$ cat config.mk
export PLATFORM = sky130hd
export DESIGN_NAME = gpd_port
export DESIGN_NICKNAME = d
export VERILOG_FILES = /design/src/design/gpd_pkg.sv /design/src/design/gpd_cfg_if.sv /design/src/design/gpd_pin_mux.sv /design/src/design/gpd_regs.sv /design/src/design/gpd_port.sv
export SDC_FILE = /design/constraint.sdc
export NUM_CORES = 1
export LEC_CHECK = 0
export BUFFER_PORTS_ARGS = -buffer_cell sky130_fd_sc_hd__buf_2
export CAP_MARGIN = 20
export CORE_MARGIN = 2
export CORE_UTILIZATION = 52
export CTS_CLUSTER_SIZE = 30
export DETAILED_ROUTE_END_ITERATION = 16
export PLACE_DENSITY = 0.8
export SETUP_SLACK_MARGIN = 0.05
export SYNTH_ARGS = -nofsm -noshare
export SYNTH_HDL_FRONTEND = slang
export SYNTH_SLANG_ARGS = --single-unit
$ cat constraint.sdc
create_clock -name aclk -period 2.3 [get_ports aclk]
set_input_delay 0.115 -clock aclk [delete_from_list [all_inputs] [get_ports aclk]]
set_output_delay 0.115 -clock aclk [all_outputs]
set_load 0.01 [all_outputs]
$ cat src/design/gpd_pkg.sv
// Purpose: Shared constants and types for the port D control block
// Assumes: One clock, one synchronous active-low reset
// Notes: Byte offsets are those of the register window
`default_nettype none
package gpd_pkg;
  localparam int GPD_PINS = 8;
  localparam logic [5:0] GPD_OFF_DATA = 6'h00;
  localparam logic [5:0] GPD_OFF_OE = 6'h04;
  localparam logic [5:0] GPD_OFF_FUNC = 6'h10;
  localparam logic [5:0] GPD_OFF_OD = 6'h28;
  localparam logic [5:0] GPD_OFF_PU = 6'h2C;
  localparam logic [5:0] GPD_OFF_IE = 6'h38;
  localparam logic [7:0] GPD_RST_VAL = 8'h00;
  localparam logic [7:0] GPD_FUNC_MASK = 8'h8F;
  localparam logic [1:0] GPD_RESP_OKAY = 2'h0;
  localparam logic [1:0] GPD_RESP_SLVERR = 2'h2;
  localparam int GPD_BIT_CLKOUT = 7;
  localparam int GPD_BIT_TRIG = 3;
  typedef enum logic [2:0] {
    GPD_W_IDLE = 3'b001,
    GPD_W_RESP = 3'b010,
    GPD_W_HOLD = 3'b100
  } gpd_wstate_t;
endpackage : gpd_pkg
`default_nettype wire

$ cat src/design/gpd_cfg_if.sv
// Purpose: Carries per-pin configuration from the register bank to the pin logic
// Assumes: All signals in the aclk domain
// Notes: One bit per pin
`default_nettype none
interface gpd_cfg_if;
  logic [7:0] data;
  logic [7:0] oe;
  logic [7:0] func;
  logic [7:0] od;
  logic [7:0] pu;
  logic [7:0] ie;
  logic [7:0] alt_out;
  logic [7:0] pin_in;
  logic stop_mode;
  logic [7:0] read_level;
  logic [7:0] pad_out;
  logic [7:0] pad_oe;
  logic [7:0] pad_pu;
  logic [7:0] ext_int;
  logic adc_trig;
  modport regs (output data, oe, func, od, pu, ie, alt_out, pin_in, stop_mode,
    input read_level, pad_out, pad_oe, pad_pu, ext_int, adc_trig);
  modport pins (input data, oe, func, od, pu, ie, alt_out, pin_in, stop_mode,
    output read_level, pad_out, pad_oe, pad_pu, ext_int, adc_trig);
endinterface : gpd_cfg_if
`default_nettype wire

$ cat src/design/gpd_pin_mux.sv
// Purpose: Per-pin output drive, open-drain, pull-up and input gating
// Assumes: Pin levels arrive synchronous to the clock
// Notes: Purely combinational; the top registers every pad signal
`default_nettype none
module gpd_pin_mux
  import gpd_pkg::*;
(
  gpd_cfg_if.pins cfg
);
  genvar i;
  for (i = 0; i < GPD_PINS; i++) begin : g_pin
    wire logic use_alt;
    wire logic drv_val;
    assign use_alt = cfg.func[i];
    assign drv_val = use_alt ? cfg.alt_out[i] : cfg.data[i];
    // Open drain drives only a low level
    assign cfg.pad_out[i] = cfg.od[i] ? 1'b0 : drv_val;
    assign cfg.pad_oe[i] = cfg.oe[i] & (cfg.od[i] ? ~drv_val : 1'b1);
    assign cfg.pad_pu[i] = cfg.pu[i];
    assign cfg.read_level[i] = cfg.ie[i] & cfg.pin_in[i];
    assign cfg.ext_int[i] = cfg.ie[i] & ~cfg.stop_mode & cfg.pin_in[i];
  end
  assign cfg.adc_trig = cfg.func[GPD_BIT_TRIG] & cfg.ie[GPD_BIT_TRIG]
    & cfg.pin_in[GPD_BIT_TRIG];
endmodule : gpd_pin_mux
`default_nettype wire

$ cat src/design/gpd_regs.sv
// Purpose: Register storage for the six port registers
// Assumes: Write strobes are one-cycle pulses from the bus slave
// Notes: Function register keeps only its implemented bits
`default_nettype none
module gpd_regs
  import gpd_pkg::*;
(
  input wire logic aclk,
  input wire logic aresetn,
  input wire logic [5:0] we,
  input wire logic [7:0] wdata,
  output logic [7:0] data_q,
  output logic [7:0] oe_q,
  output logic [7:0] func_q,
  output logic [7:0] od_q,
  output logic [7:0] pu_q,
  output logic [7:0] ie_q
);
  wire logic [7:0] store [6];
  genvar r;
  for (r = 0; r < 6; r++) begin : g_reg
    wire logic [7:0] mask;
    logic [7:0] val_q;
    assign mask = (r == 2) ? GPD_FUNC_MASK : 8'hFF;
    always_ff @(posedge aclk) begin
      if (!aresetn) begin
        val_q <= GPD_RST_VAL;
      end else if (we[r]) begin
        val_q <= wdata & mask;
      end
    end
    assign store[r] = val_q;
  end
  assign data_q = store[0];
  assign oe_q = store[1];
  assign func_q = store[2];
  assign od_q = store[3];
  assign pu_q = store[4];
  assign ie_q = store[5];
endmodule : gpd_regs
`default_nettype wire

$ cat src/design/gpd_port.sv
// Purpose: Eight-pin general purpose port with AXI4-Lite register access
// Assumes: Pins and peripheral signals synchronous to aclk
// Notes: Reserved slots answer SLVERR, read data zero
// Operation
// - The data register holds eight pin bits in the low byte, reset zero, upper bits read zero.
// - The output control register has one enable per pin, one drives, reset zero.
// - The function register picks port or alternate use per bit; bits 6 to 4 read zero.
// - The open-drain register picks push-pull at zero and open-drain at one, reset zero.
// - The pull-up register enables each pin pull-up at one, reset zero.
// - The input control register enables each pin input at one, reset zero.
// - Outside deep stop a pin interrupt input is live whenever its input is enabled.
// - After reset every pin is a plain port pin with input, output and pull-up off.
// - Registers sit at offsets 0x00, 0x04, 0x10, 0x28, 0x2C and 0x38; others are reserved.
//
// The AXI4-Lite slave port and the register addresses are this design's own decisions.
`default_nettype none
module gpd_port
  import gpd_pkg::*;
(
  input wire logic aclk,
  input wire logic aresetn,
  input wire logic [5:0] s_axi_awaddr,
  input wire logic s_axi_awvalid,
  output logic s_axi_awready,
  input wire logic [31:0] s_axi_wdata,
  input wire logic [3:0] s_axi_wstrb,
  input wire logic s_axi_wvalid,
  output logic s_axi_wready,
  output logic [1:0] s_axi_bresp,
  output logic s_axi_bvalid,
  input wire logic s_axi_bready,
  input wire logic [5:0] s_axi_araddr,
  input wire logic s_axi_arvalid,
  output logic s_axi_arready,
  output logic [31:0] s_axi_rdata,
  output logic [1:0] s_axi_rresp,
  output logic s_axi_rvalid,
  input wire logic s_axi_rready,
  input wire logic [7:0] pin_in,
  output logic [7:0] pin_out,
  output logic [7:0] pin_oe,
  output logic [7:0] pin_pullup,
  input wire logic timer_a_output,
  input wire logic timer_b_output,
  input wire logic timer_c_output,
  input wire logic system_clock_output,
  input wire logic stop_mode,
  output logic [7:0] ext_int,
  output logic converter_trigger_input
);
  gpd_cfg_if cfg ();
  gpd_wstate_t wstate_q;
  gpd_wstate_t wstate_d;
  logic [5:0] awaddr_q;
  logic aw_got_q;
  logic [7:0] wdata_q;
  logic w_got_q;
  logic wstrb_q;
  logic awready_q;
  logic wready_q;
  logic arready_q;
  logic bvalid_q;
  logic [1:0] bresp_q;
  logic rvalid_q;
  logic [31:0] rdata_q;
  logic [1:0] rresp_q;
  logic [7:0] pin_out_q;
  logic [7:0] pin_oe_q;
  logic [7:0] pin_pu_q;
  logic [7:0] ext_int_q;
  logic trig_q;
  logic [7:0] data_q;
  logic [7:0] oe_q;
  logic [7:0] func_q;
  logic [7:0] od_q;
  logic [7:0] pu_q;
  logic [7:0] ie_q;

  // Address and data may arrive in either order; each half is held until the other comes
  wire logic wr_idle;
  wire logic aw_take;
  wire logic w_take;
  wire logic both_in;
  wire logic aw_held_d;
  wire logic w_held_d;
  wire logic awready_d;
  wire logic wready_d;
  wire logic [5:0] wr_addr;
  wire logic [7:0] w_byte;
  wire logic w_strb;
  wire logic [7:0] wr_byte;
  assign wr_idle = (wstate_q == GPD_W_IDLE);
  assign aw_take = s_axi_awvalid & awready_q;
  assign w_take = s_axi_wvalid & wready_q;
  assign both_in = (aw_got_q | aw_take) & (w_got_q | w_take) & wr_idle;
  assign aw_held_d = (aw_got_q | aw_take) & ~both_in;
  assign w_held_d = (w_got_q | w_take) & ~both_in;
  // Ready rises the cycle after valid and falls with the handshake, so it is a flop
  assign awready_d = s_axi_awvalid & ~aw_take & ~aw_held_d & (wstate_d == GPD_W_IDLE);
  assign wready_d = s_axi_wvalid & ~w_take & ~w_held_d & (wstate_d == GPD_W_IDLE);
  assign wr_addr = aw_take ? s_axi_awaddr : awaddr_q;
  assign w_byte = w_take ? s_axi_wdata[7:0] : wdata_q;
  assign w_strb = w_take ? s_axi_wstrb[0] : wstrb_q;
  // Merge with the stored byte only once the address is known
  assign wr_byte = w_strb ? w_byte : data_sel(wr_addr);

  // Decode of the six implemented slots
  wire logic [5:0] wr_hit;
  wire logic wr_ok;
  wire logic [5:0] we;
  assign wr_hit[0] = (wr_addr[5:2] == GPD_OFF_DATA[5:2]);
  assign wr_hit[1] = (wr_addr[5:2] == GPD_OFF_OE[5:2]);
  assign wr_hit[2] = (wr_addr[5:2] == GPD_OFF_FUNC[5:2]);
  assign wr_hit[3] = (wr_addr[5:2] == GPD_OFF_OD[5:2]);
  assign wr_hit[4] = (wr_addr[5:2] == GPD_OFF_PU[5:2]);
  assign wr_hit[5] = (wr_addr[5:2] == GPD_OFF_IE[5:2]);
  assign wr_ok = |wr_hit;
  assign we = both_in ? wr_hit : 6'h00;

  function automatic logic [7:0] data_sel(input logic [5:0] a);
    logic [7:0] v;
    v = 8'h00;
    case (a[5:2])
      GPD_OFF_DATA[5:2]: v = data_q;
      GPD_OFF_OE[5:2]: v = oe_q;
      GPD_OFF_FUNC[5:2]: v = func_q;
      GPD_OFF_OD[5:2]: v = od_q;
      GPD_OFF_PU[5:2]: v = pu_q;
      GPD_OFF_IE[5:2]: v = ie_q;
      default: v = 8'h00;
    endcase
    return v;
  endfunction : data_sel

  always_comb begin
    wstate_d = wstate_q;
    case (wstate_q)
      GPD_W_IDLE: begin
        if (both_in) begin
          wstate_d = GPD_W_RESP;
        end
      end
      GPD_W_RESP: begin
        if (s_axi_bready) begin
          wstate_d = GPD_W_IDLE;
        end else begin
          wstate_d = GPD_W_HOLD;
        end
      end
      GPD_W_HOLD: begin
        if (s_axi_bready) begin
          wstate_d = GPD_W_IDLE;
        end
      end
      default: wstate_d = GPD_W_IDLE;
    endcase
  end

  always_ff @(posedge aclk) begin
    if (!aresetn) begin
      wstate_q <= GPD_W_IDLE;
      awready_q <= 1'b0;
      wready_q <= 1'b0;
    end else begin
      wstate_q <= wstate_d;
      awready_q <= awready_d;
      wready_q <= wready_d;
    end
  end

  always_ff @(posedge aclk) begin
    if (!aresetn) begin
      aw_got_q <= 1'b0;
      awaddr_q <= 6'h00;
    end else begin
      aw_got_q <= aw_held_d;
      if (aw_take) begin
        awaddr_q <= s_axi_awaddr;
      end
    end
  end

  // The raw byte and its strobe wait here when data comes before the address
  always_ff @(posedge aclk) begin
    if (!aresetn) begin
      w_got_q <= 1'b0;
      wdata_q <= 8'h00;
      wstrb_q <= 1'b0;
    end else begin
      w_got_q <= w_held_d;
      if (w_take) begin
        wdata_q <= s_axi_wdata[7:0];
        wstrb_q <= s_axi_wstrb[0];
      end
    end
  end

  always_ff @(posedge aclk) begin
    if (!aresetn) begin
      bvalid_q <= 1'b0;
      bresp_q <= GPD_RESP_OKAY;
    end else if (both_in) begin
      bvalid_q <= 1'b1;
      bresp_q <= wr_ok ? GPD_RESP_OKAY : GPD_RESP_SLVERR;
    end else if (bvalid_q && s_axi_bready) begin
      bvalid_q <= 1'b0;
    end
  end

  // Read channel: one read at a time, answered the cycle after acceptance
  wire logic ar_take;
  wire logic arready_d;
  wire logic rd_ok;
  wire logic [7:0] rd_byte;
  assign ar_take = s_axi_arvalid & arready_q;
  // A new read is offered ready only once the previous answer is gone
  assign arready_d = s_axi_arvalid & ~ar_take & (~rvalid_q | s_axi_rready);
  assign rd_ok = (s_axi_araddr[5:2] == GPD_OFF_DATA[5:2])
    | (s_axi_araddr[5:2] == GPD_OFF_OE[5:2])
    | (s_axi_araddr[5:2] == GPD_OFF_FUNC[5:2])
    | (s_axi_araddr[5:2] == GPD_OFF_OD[5:2])
    | (s_axi_araddr[5:2] == GPD_OFF_PU[5:2])
    | (s_axi_araddr[5:2] == GPD_OFF_IE[5:2]);
  // Data reads show gated pin levels, not the stored output value
  assign rd_byte = (s_axi_araddr[5:2] == GPD_OFF_DATA[5:2]) ? cfg.read_level
    : data_sel(s_axi_araddr);

  always_ff @(posedge aclk) begin
    if (!aresetn) begin
      rvalid_q <= 1'b0;
      rdata_q <= 32'h0000_0000;
      rresp_q <= GPD_RESP_OKAY;
    end else if (ar_take) begin
      rvalid_q <= 1'b1;
      rdata_q <= {24'h00_0000, rd_byte};
      rresp_q <= rd_ok ? GPD_RESP_OKAY : GPD_RESP_SLVERR;
    end else if (rvalid_q && s_axi_rready) begin
      rvalid_q <= 1'b0;
    end
  end

  always_ff @(posedge aclk) begin
    if (!aresetn) begin
      arready_q <= 1'b0;
    end else begin
      arready_q <= arready_d;
    end
  end

  gpd_regs u_regs (
    .aclk(aclk),
    .aresetn(aresetn),
    .we(we),
    .wdata(wr_byte),
    .data_q(data_q),
    .oe_q(oe_q),
    .func_q(func_q),
    .od_q(od_q),
    .pu_q(pu_q),
    .ie_q(ie_q)
  );

  assign cfg.data = data_q;
  assign cfg.oe = oe_q;
  assign cfg.func = func_q;
  assign cfg.od = od_q;
  assign cfg.pu = pu_q;
  assign cfg.ie = ie_q;
  assign cfg.pin_in = pin_in;
  assign cfg.stop_mode = stop_mode;
  assign cfg.alt_out = {system_clock_output, 3'b000, 1'b0, timer_c_output,
    timer_b_output, timer_a_output};

  gpd_pin_mux u_mux (
    .cfg(cfg)
  );

  always_ff @(posedge aclk) begin
    if (!aresetn) begin
      pin_out_q <= 8'h00;
      pin_oe_q <= 8'h00;
      pin_pu_q <= 8'h00;
      ext_int_q <= 8'h00;
      trig_q <= 1'b0;
    end else begin
      pin_out_q <= cfg.pad_out;
      pin_oe_q <= cfg.pad_oe;
      pin_pu_q <= cfg.pad_pu;
      ext_int_q <= cfg.ext_int;
      trig_q <= cfg.adc_trig;
    end
  end

  assign s_axi_awready = awready_q;
  assign s_axi_wready = wready_q;
  assign s_axi_bvalid = bvalid_q;
  assign s_axi_bresp = bresp_q;
  assign s_axi_arready = arready_q;
  assign s_axi_rvalid = rvalid_q;
  assign s_axi_rdata = rdata_q;
  assign s_axi_rresp = rresp_q;
  assign pin_out = pin_out_q;
  assign pin_oe = pin_oe_q;
  assign pin_pullup = pin_pu_q;
  assign ext_int = ext_int_q;
  assign converter_trigger_input = trig_q;
endmodule : gpd_port
`default_nettype wire

Word level (Yosys, flattened, before mapping)
Index checks and enable logic that the tools add are counted.
{ "totals": {"register_bits": 115, "in_bits": 68, "output_inout_bits": 74, "word_cells": 167} }
{ "op_classes": {"n_eq_ne": 14, "n_mux": 31, "bitwise_logic": 74, "reduce_logical": 15} }
{ "ops": {"columns": ["operator", "count"], "rows": [
  ["1-bit AND", 49],
  ["8-bit case mux with 6 select lines", 1],
  ["8-bit case mux with 5 select lines", 1],
  ["4-bit equality test, second input constant", 6],
  ["8-bit two-way mux", 3],
  ["1-bit two-way mux", 18],
  ["1-bit inverter", 17],
  ["2-bit OR reduction", 8],
  ["6-bit two-way mux", 2],
  ["3-bit two-way mux", 3],
  ["3-bit case mux with 3 select lines", 1],
  ["4-bit by 1-bit equality test with 1-bit output, second input constant", 2],
  ["4-bit by 3-bit equality test with 1-bit output, second input constant", 2],
  ["4-bit logical NOT", 2],
  ["1-bit OR", 8],
  ["3-bit by 1-bit equality test with 1-bit output, second input constant", 2],
  ["6-bit OR reduction", 1],
  ["2-bit two-way mux", 2],
  ["2-bit nonzero test", 2],
  ["3-bit by 2-bit equality test with 1-bit output, second input constant", 1],
  ["3-bit equality test, second input constant", 1],
  ["1-bit logical AND", 2]
]} }

Longest topological paths before layout
{ "depth": {"depth_word": 9, "ltp_mapped": 9, "mapped_depth_nobuf": 6} }

Modules after synthesis
From an unflattened synthesis, not the netlist that was laid out.
{ "hier_totals": {"hier_cells": 565, "hier_area_um2": 5408.9} }
{ "by_module_without_submodules": {"columns": ["module", "n_inst", "cells_each", "area_per_inst_um2", "seq_area_each_um2"], "rows": [
  ["gpd_port", 1, 360, 3305.7, 1321.3],
  ["gpd_regs", 1, 149, 1721.7, 900.9],
  ["gpd_pin_mux", 1, 56, 381.6, 0.0]
]} }

Worst setup path after synthesis
No wires, ideal clock.
{ "synth_path": {"path_type": "register to register", "startpoint": "reg awready_q (netlist: s_axi_awready)", "endpoint": "reg u_regs.g_reg[5].val_q[5] (netlist: u_regs.ie_q[5])", "setup_time_ns": 0.125, "arrival_ns": 1.945, "slack_ns": 0.230, "path_stages_with_launch": 9, "path_buffers": 2, "synth_period_minus_slack_ns": 2.070, "path_cell_list": "dfxtp_1 -> buf_2 -> and2_4 -> buf_6 -> mux2_4 -> a22o_1 -> a221o_1 -> a32oi_2 -> o21ai_1"} }
{ "synth_between": {"elab_chain_cells": 5} }
{ "synth_lines": {"columns": ["item", "line_no", "rtl"], "rows": [
  ["from (decl)", "gpd_port.sv:59", "logic awready_q;"],
  ["from (signal assigned)", "gpd_port.sv:166", "awready_q <= awready_d;"],
  ["1-bit AND (*)", "gpd_port.sv:93", "assign aw_take = s_axi_awvalid & awready_q;"],
  ["6-bit two-way mux / 1-bit OR (equally long branches)", null, null],
  ["4-bit equality test, or another cell as far along", "gpd_port.sv:116, gpd_port.sv:123", null],
  ["8-bit case mux with 6 select lines / 1-bit AND (equally long branches)", "gpd_port.sv:123, gpd_port.sv:95", null],
  ["8-bit two-way mux / 6-bit two-way mux (equally long branches)", "gpd_port.sv:105, gpd_port.sv:118", null],
  ["to (signal assigned)", "gpd_regs.sv:29", "val_q <= wdata & mask;"],
  ["to (decl)", "gpd_regs.sv:23", "logic [7:0] val_q;"]
]} }
Mark *: on every way between the ends. The rest lies on a longest branch, timed or not.
A chain may end at the register's enable or synchronous reset.

Final worst setup path
{ "layout_path": {"startpoint": "reg awready_q (netlist: s_axi_awready)", "endpoint": "reg u_regs.g_reg[1].val_q[4] (netlist: u_regs.oe_q[4])"} }
{ "layout_between": {"elab_chain_cells": 5} }
{ "layout_lines": {"columns": ["item", "line_no", "rtl"], "rows": [
  ["1-bit AND (*)", "gpd_port.sv:93", null],
  ["6-bit two-way mux / 1-bit OR (equally long branches)", null, null],
  ["4-bit equality test, or another cell as far along", "gpd_port.sv:123", "case (a[5:2])"],
  ["8-bit case mux with 6 select lines / 1-bit AND (equally long branches)", "gpd_port.sv:123, gpd_port.sv:95", null],
  ["8-bit two-way mux / 6-bit two-way mux (equally long branches)", "gpd_port.sv:105, gpd_port.sv:118", null],
  ["to (signal assigned)", "gpd_regs.sv:29", null],
  ["to (decl)", "gpd_regs.sv:23", null]
]} }
Marks and branches as above.

==> metrics.yaml <==
n_antenna_cell: 0
grt_pass1_vias: 4365
yosys_warnings: 0
port_buffers: 84
whs_ns: -0.00258
yosys_register_bits: 111
grt_start_max_net_pins: 59
timing.rr.end: "u_regs.oe_q[4]$_SDFFE_PN0P_"
h-tree-depth: 3
drv_cap: 0
worstHoldEndpoint: "wdata_q[3]$_SDFF_PN0_"
cp_cell_sequence: "buf_4 -> a211o_1 -> nand2_1 -> a22o_1 -> a221oi_1 -> a2bb2oi_1 -> o21ai_0"
grt_pass1_wl_mm: 21.6
antenna_found_initial: 0
slowest_delay_ns: 0.39
ys_types: 63
vias_per_cell: 6.04
required_ns: 2.56
leakagePower_uw: 0.00230
grt_usage_pct: 27.3
met3_usage_pct: 5.76
worstReg2RegStart: "s_axi_awready$_SDFF_PN0_"
cp_max_fo: 10
setup_tns_ns: 0
die_h_um: 101
utilization_pct: 62.1
p_per_area_mw_per_mm2: 629
min_period_ns: 2.20
drtAntennaViolNets: 0
cts_tree: "built"
met2_usage_pct: 43.8
path_depth: 7
hold_viol: 1
pwr-share-clk_pct: 36.1
hold_path_class: "input port to flip-flop"
netlist_area_mm2: 0.00485
clk_pin_slew_ns: 0.10
reg2reg_slack_ns: 0.10
hold_path_depth: 3
gp_congestion: 0.977
wire_per_inst_um: 17.8
slew_headroom_pct: 56.3
status: "complete, but fails checks"
fmax_mhz: 455
vdd_drop_max_uv: 338
worst_pin_slew_ns: 0.655
post_cts_buffers: 0
synthTopCellsByArea: "dfxtp_1 (46%), buf_4 (4.2%), nand3_1 (4.0%), nand2_1 (3.9%), a21oi_1 (3.2%)"
drive_above_1_share_pct: 21.0
crit_family: "compound AO/OA/AOI/OAI gates"
start_util_pct: 53.0
synthArstFlopShare_pct: 0
switchingPower_uw: 896
postSynthCellCount: 546
finalWirelength_mm: 13.5
yosysSeqAreaShare_pct: 45.8
seqPwrFrac_pct: 54.7
setup.worst_path.end_class: "flip-flop"
grt_most_used_layer: "met2"
netlist.area_leader.share_pct: 45.8
skew_ns: 0.00774
die_area_mm2: 0.0101
worstPathArrival_ns: 2.45
cts_made_buffers: 9
fin_nets: 712
setup_viol: 0
dp_slack_ns: 0.179
synth-edff-count: 0
vias: 4594
ctsLongestPathBuffers: 2
internal_power_uw: 2680
power_frac_comb_pct: 9.2
ios: 142
num_rows: 35
globalRouteMet1Util_pct: 34.9
drc_errors: 0
start_kind: "flip-flop"
rsz0062_at_grt: "true"
worst_slack_ns: 0.103
min_from: "s_axi_wdata[3]"
area_delta_synth_final_pct: 17.0
clk_latency_ns: 0.38
die_w_um: 101
root_buffer: "clkbuf_8"
core_mm2: 0.00915
dp_hpwl_mm: 9.51
critical_path_class: "flip-flop to flip-flop"
cts.sinks: 111
syn_area_per_cell_um2: 8.89
violations: "negative hold slack"
reg2regPathDepth: 7
switching_share_pct: 25.1
synthFlopType: "dfxtp_1"
finalCritPeriodShare_pct: 95.5
drt_iter0_drc: 358
drv_slew: 0
power.total_uw: 3570
firstDrtPassIters: 6
crit_path_top_delay_cell: "a2bb2oi_1"
cp.buffers_inverters: 1
grt_overflow_total: 0
synth_top_area_cell: "dfxtp_1"
## synth_stat cells (all sizes together) (2+ instances only)
master / instances
o2bb2ai: 3
a222oi: 5
mux2: 7
buf: 36
a221o: 4
nand2: 52
nor3b: 8
a21oi: 31
nand2b: 4
nor3: 9
nand4: 2
o21ai: 47
nor4b: 3
a31oi: 8
o211ai: 12
and2: 14
clkbuf: 17
or2: 2
dfxtp: 111
nand3: 39
and3: 14
nor4: 2
nor2b: 6
mux2i: 11
a32oi: 5
o31ai: 2
nor2: 34
a22oi: 12
or3: 3
a221oi: 3
o22ai: 6
a22o: 8
nand4b: 2
inv: 5
a32o: 3
## through the flow
step	hold slack [ns]	std cells	cell area, um2
after global placement	0.298	731	5320
after floorplan	0.192	571	4950
after CTS	0.000186	760	5670
after global routing	0.0352	760	5680
after detailed placement	0.305	731	5320
final	-0.00258	760	5680
## worst min-delay path: cells and delay by family
family | cells | cell delay (ns)
buffers and inverters | 1 | 0.07
and+or+nand+nor | 1 | 0.08
muxes | 1 | 0.07
## sequential cells by signal, indices dropped and copies added (netlist names), 3 cells and up
name           count
u_regs.data_q      8
s_axi_rdata        8
u_regs.pu_q        8
u_regs.func_q      5
u_regs.od_q        8
ext_int            8
pin_pullup         8
pin_out            8
u_regs.oe_q        8
wstate_q           3
wdata_q            8
u_regs.ie_q        8
pin_oe             8
awaddr_q           4
## layout make-up
class | instances | area (um2)
Clock inverter | 7 | 96.3
Tap cell | 111 | 139
Sequential cell | 111 | 2220
Fill cell | 792 | 3470
Inverter | 6 | 22.5
Multi-Input combinational cell | 401 | 2390
Timing Repair Buffer | 115 | 686
Clock buffer | 9 | 124
## timing repair
| item | 4_1_cts | 5_1_grt |
|---|---|---|
| gates resized for setup | 0 | 1 |
| setup endpoints to repair | 0 | 1 |
| hold buffers | 13 | 0 |
| hold endpoints to repair | 14 | 0 |
## layout by cell type (no fill, tap or decap), types with 9 or more instances in the layout
| cell type | instances |
|---|---|
| a21oi_1 | 31 |
| a22oi_1 | 12 |
| and2_1 | 13 |
| and3_1 | 14 |
| buf_2 | 84 |
| buf_4 | 18 |
| clkbuf_8 | 9 |
| conb_1 | 26 |
| dfxtp_1 | 111 |
| dlygate4sd3_1 | 13 |
| mux2i_1 | 10 |
| nand2_1 | 51 |
| nand3_1 | 39 |
| nor2_1 | 34 |
| o211ai_1 | 12 |
| o21ai_0 | 31 |
| o21ai_1 | 14 |
## per-layer routing
| metal | wire length, um | up-vias |
|---|---|---|
| li1 | - | 2156 |
| met4 | 452 | 0 |
| met5 | 0 | - |
| met2 | 6240 | 254 |
| met3 | 1250 | 36 |
| met1 | 5580 | 2148 |
## cell families after synthesis
group / count (synthesis) / share of synthesized area, %
other cells: 1 / 0.0773
simple gates: 197 / 20.7
xor+xnor: 1 / 0.180
mux: 18 / 4.31
flops: 111 / 45.8
buf+inv: 59 / 7.01
compound gates: 159 / 22.0
## how the worst max path moves through the flow
stage,endpoint,startpoint
4_1_cts,u_regs.func_q[3]$_SDFFE_PN0P_,s_axi_awready$_SDFF_PN0_
5_1_grt,u_regs.pu_q[4]$_SDFFE_PN0P_,s_axi_awready$_SDFF_PN0_
2_1_floorplan,u_regs.ie_q[5]$_SDFFE_PN0P_,s_axi_awready$_SDFF_PN0_
3_3_place_gp,u_regs.data_q[4]$_SDFFE_PN0P_,s_axi_awready$_SDFF_PN0_
6_report,u_regs.oe_q[4]$_SDFFE_PN0P_,s_axi_awready$_SDFF_PN0_
3_5_place_dp,u_regs.od_q[4]$_SDFFE_PN0P_,s_axi_awready$_SDFF_PN0_
## power groups by stage
stage | clock network [uW] | registers, uW | logic [uW]
finish | 1290 | 1950 | 329
global placement | 0 | 2000 | 296
CTS | 1300 | 1950 | 319
detailed placement | 0 | 2000 | 302
floorplan | 0 | 2000 | 215
global route | 1370 | 1960 | 356
(Power assumes the default switching activity.)
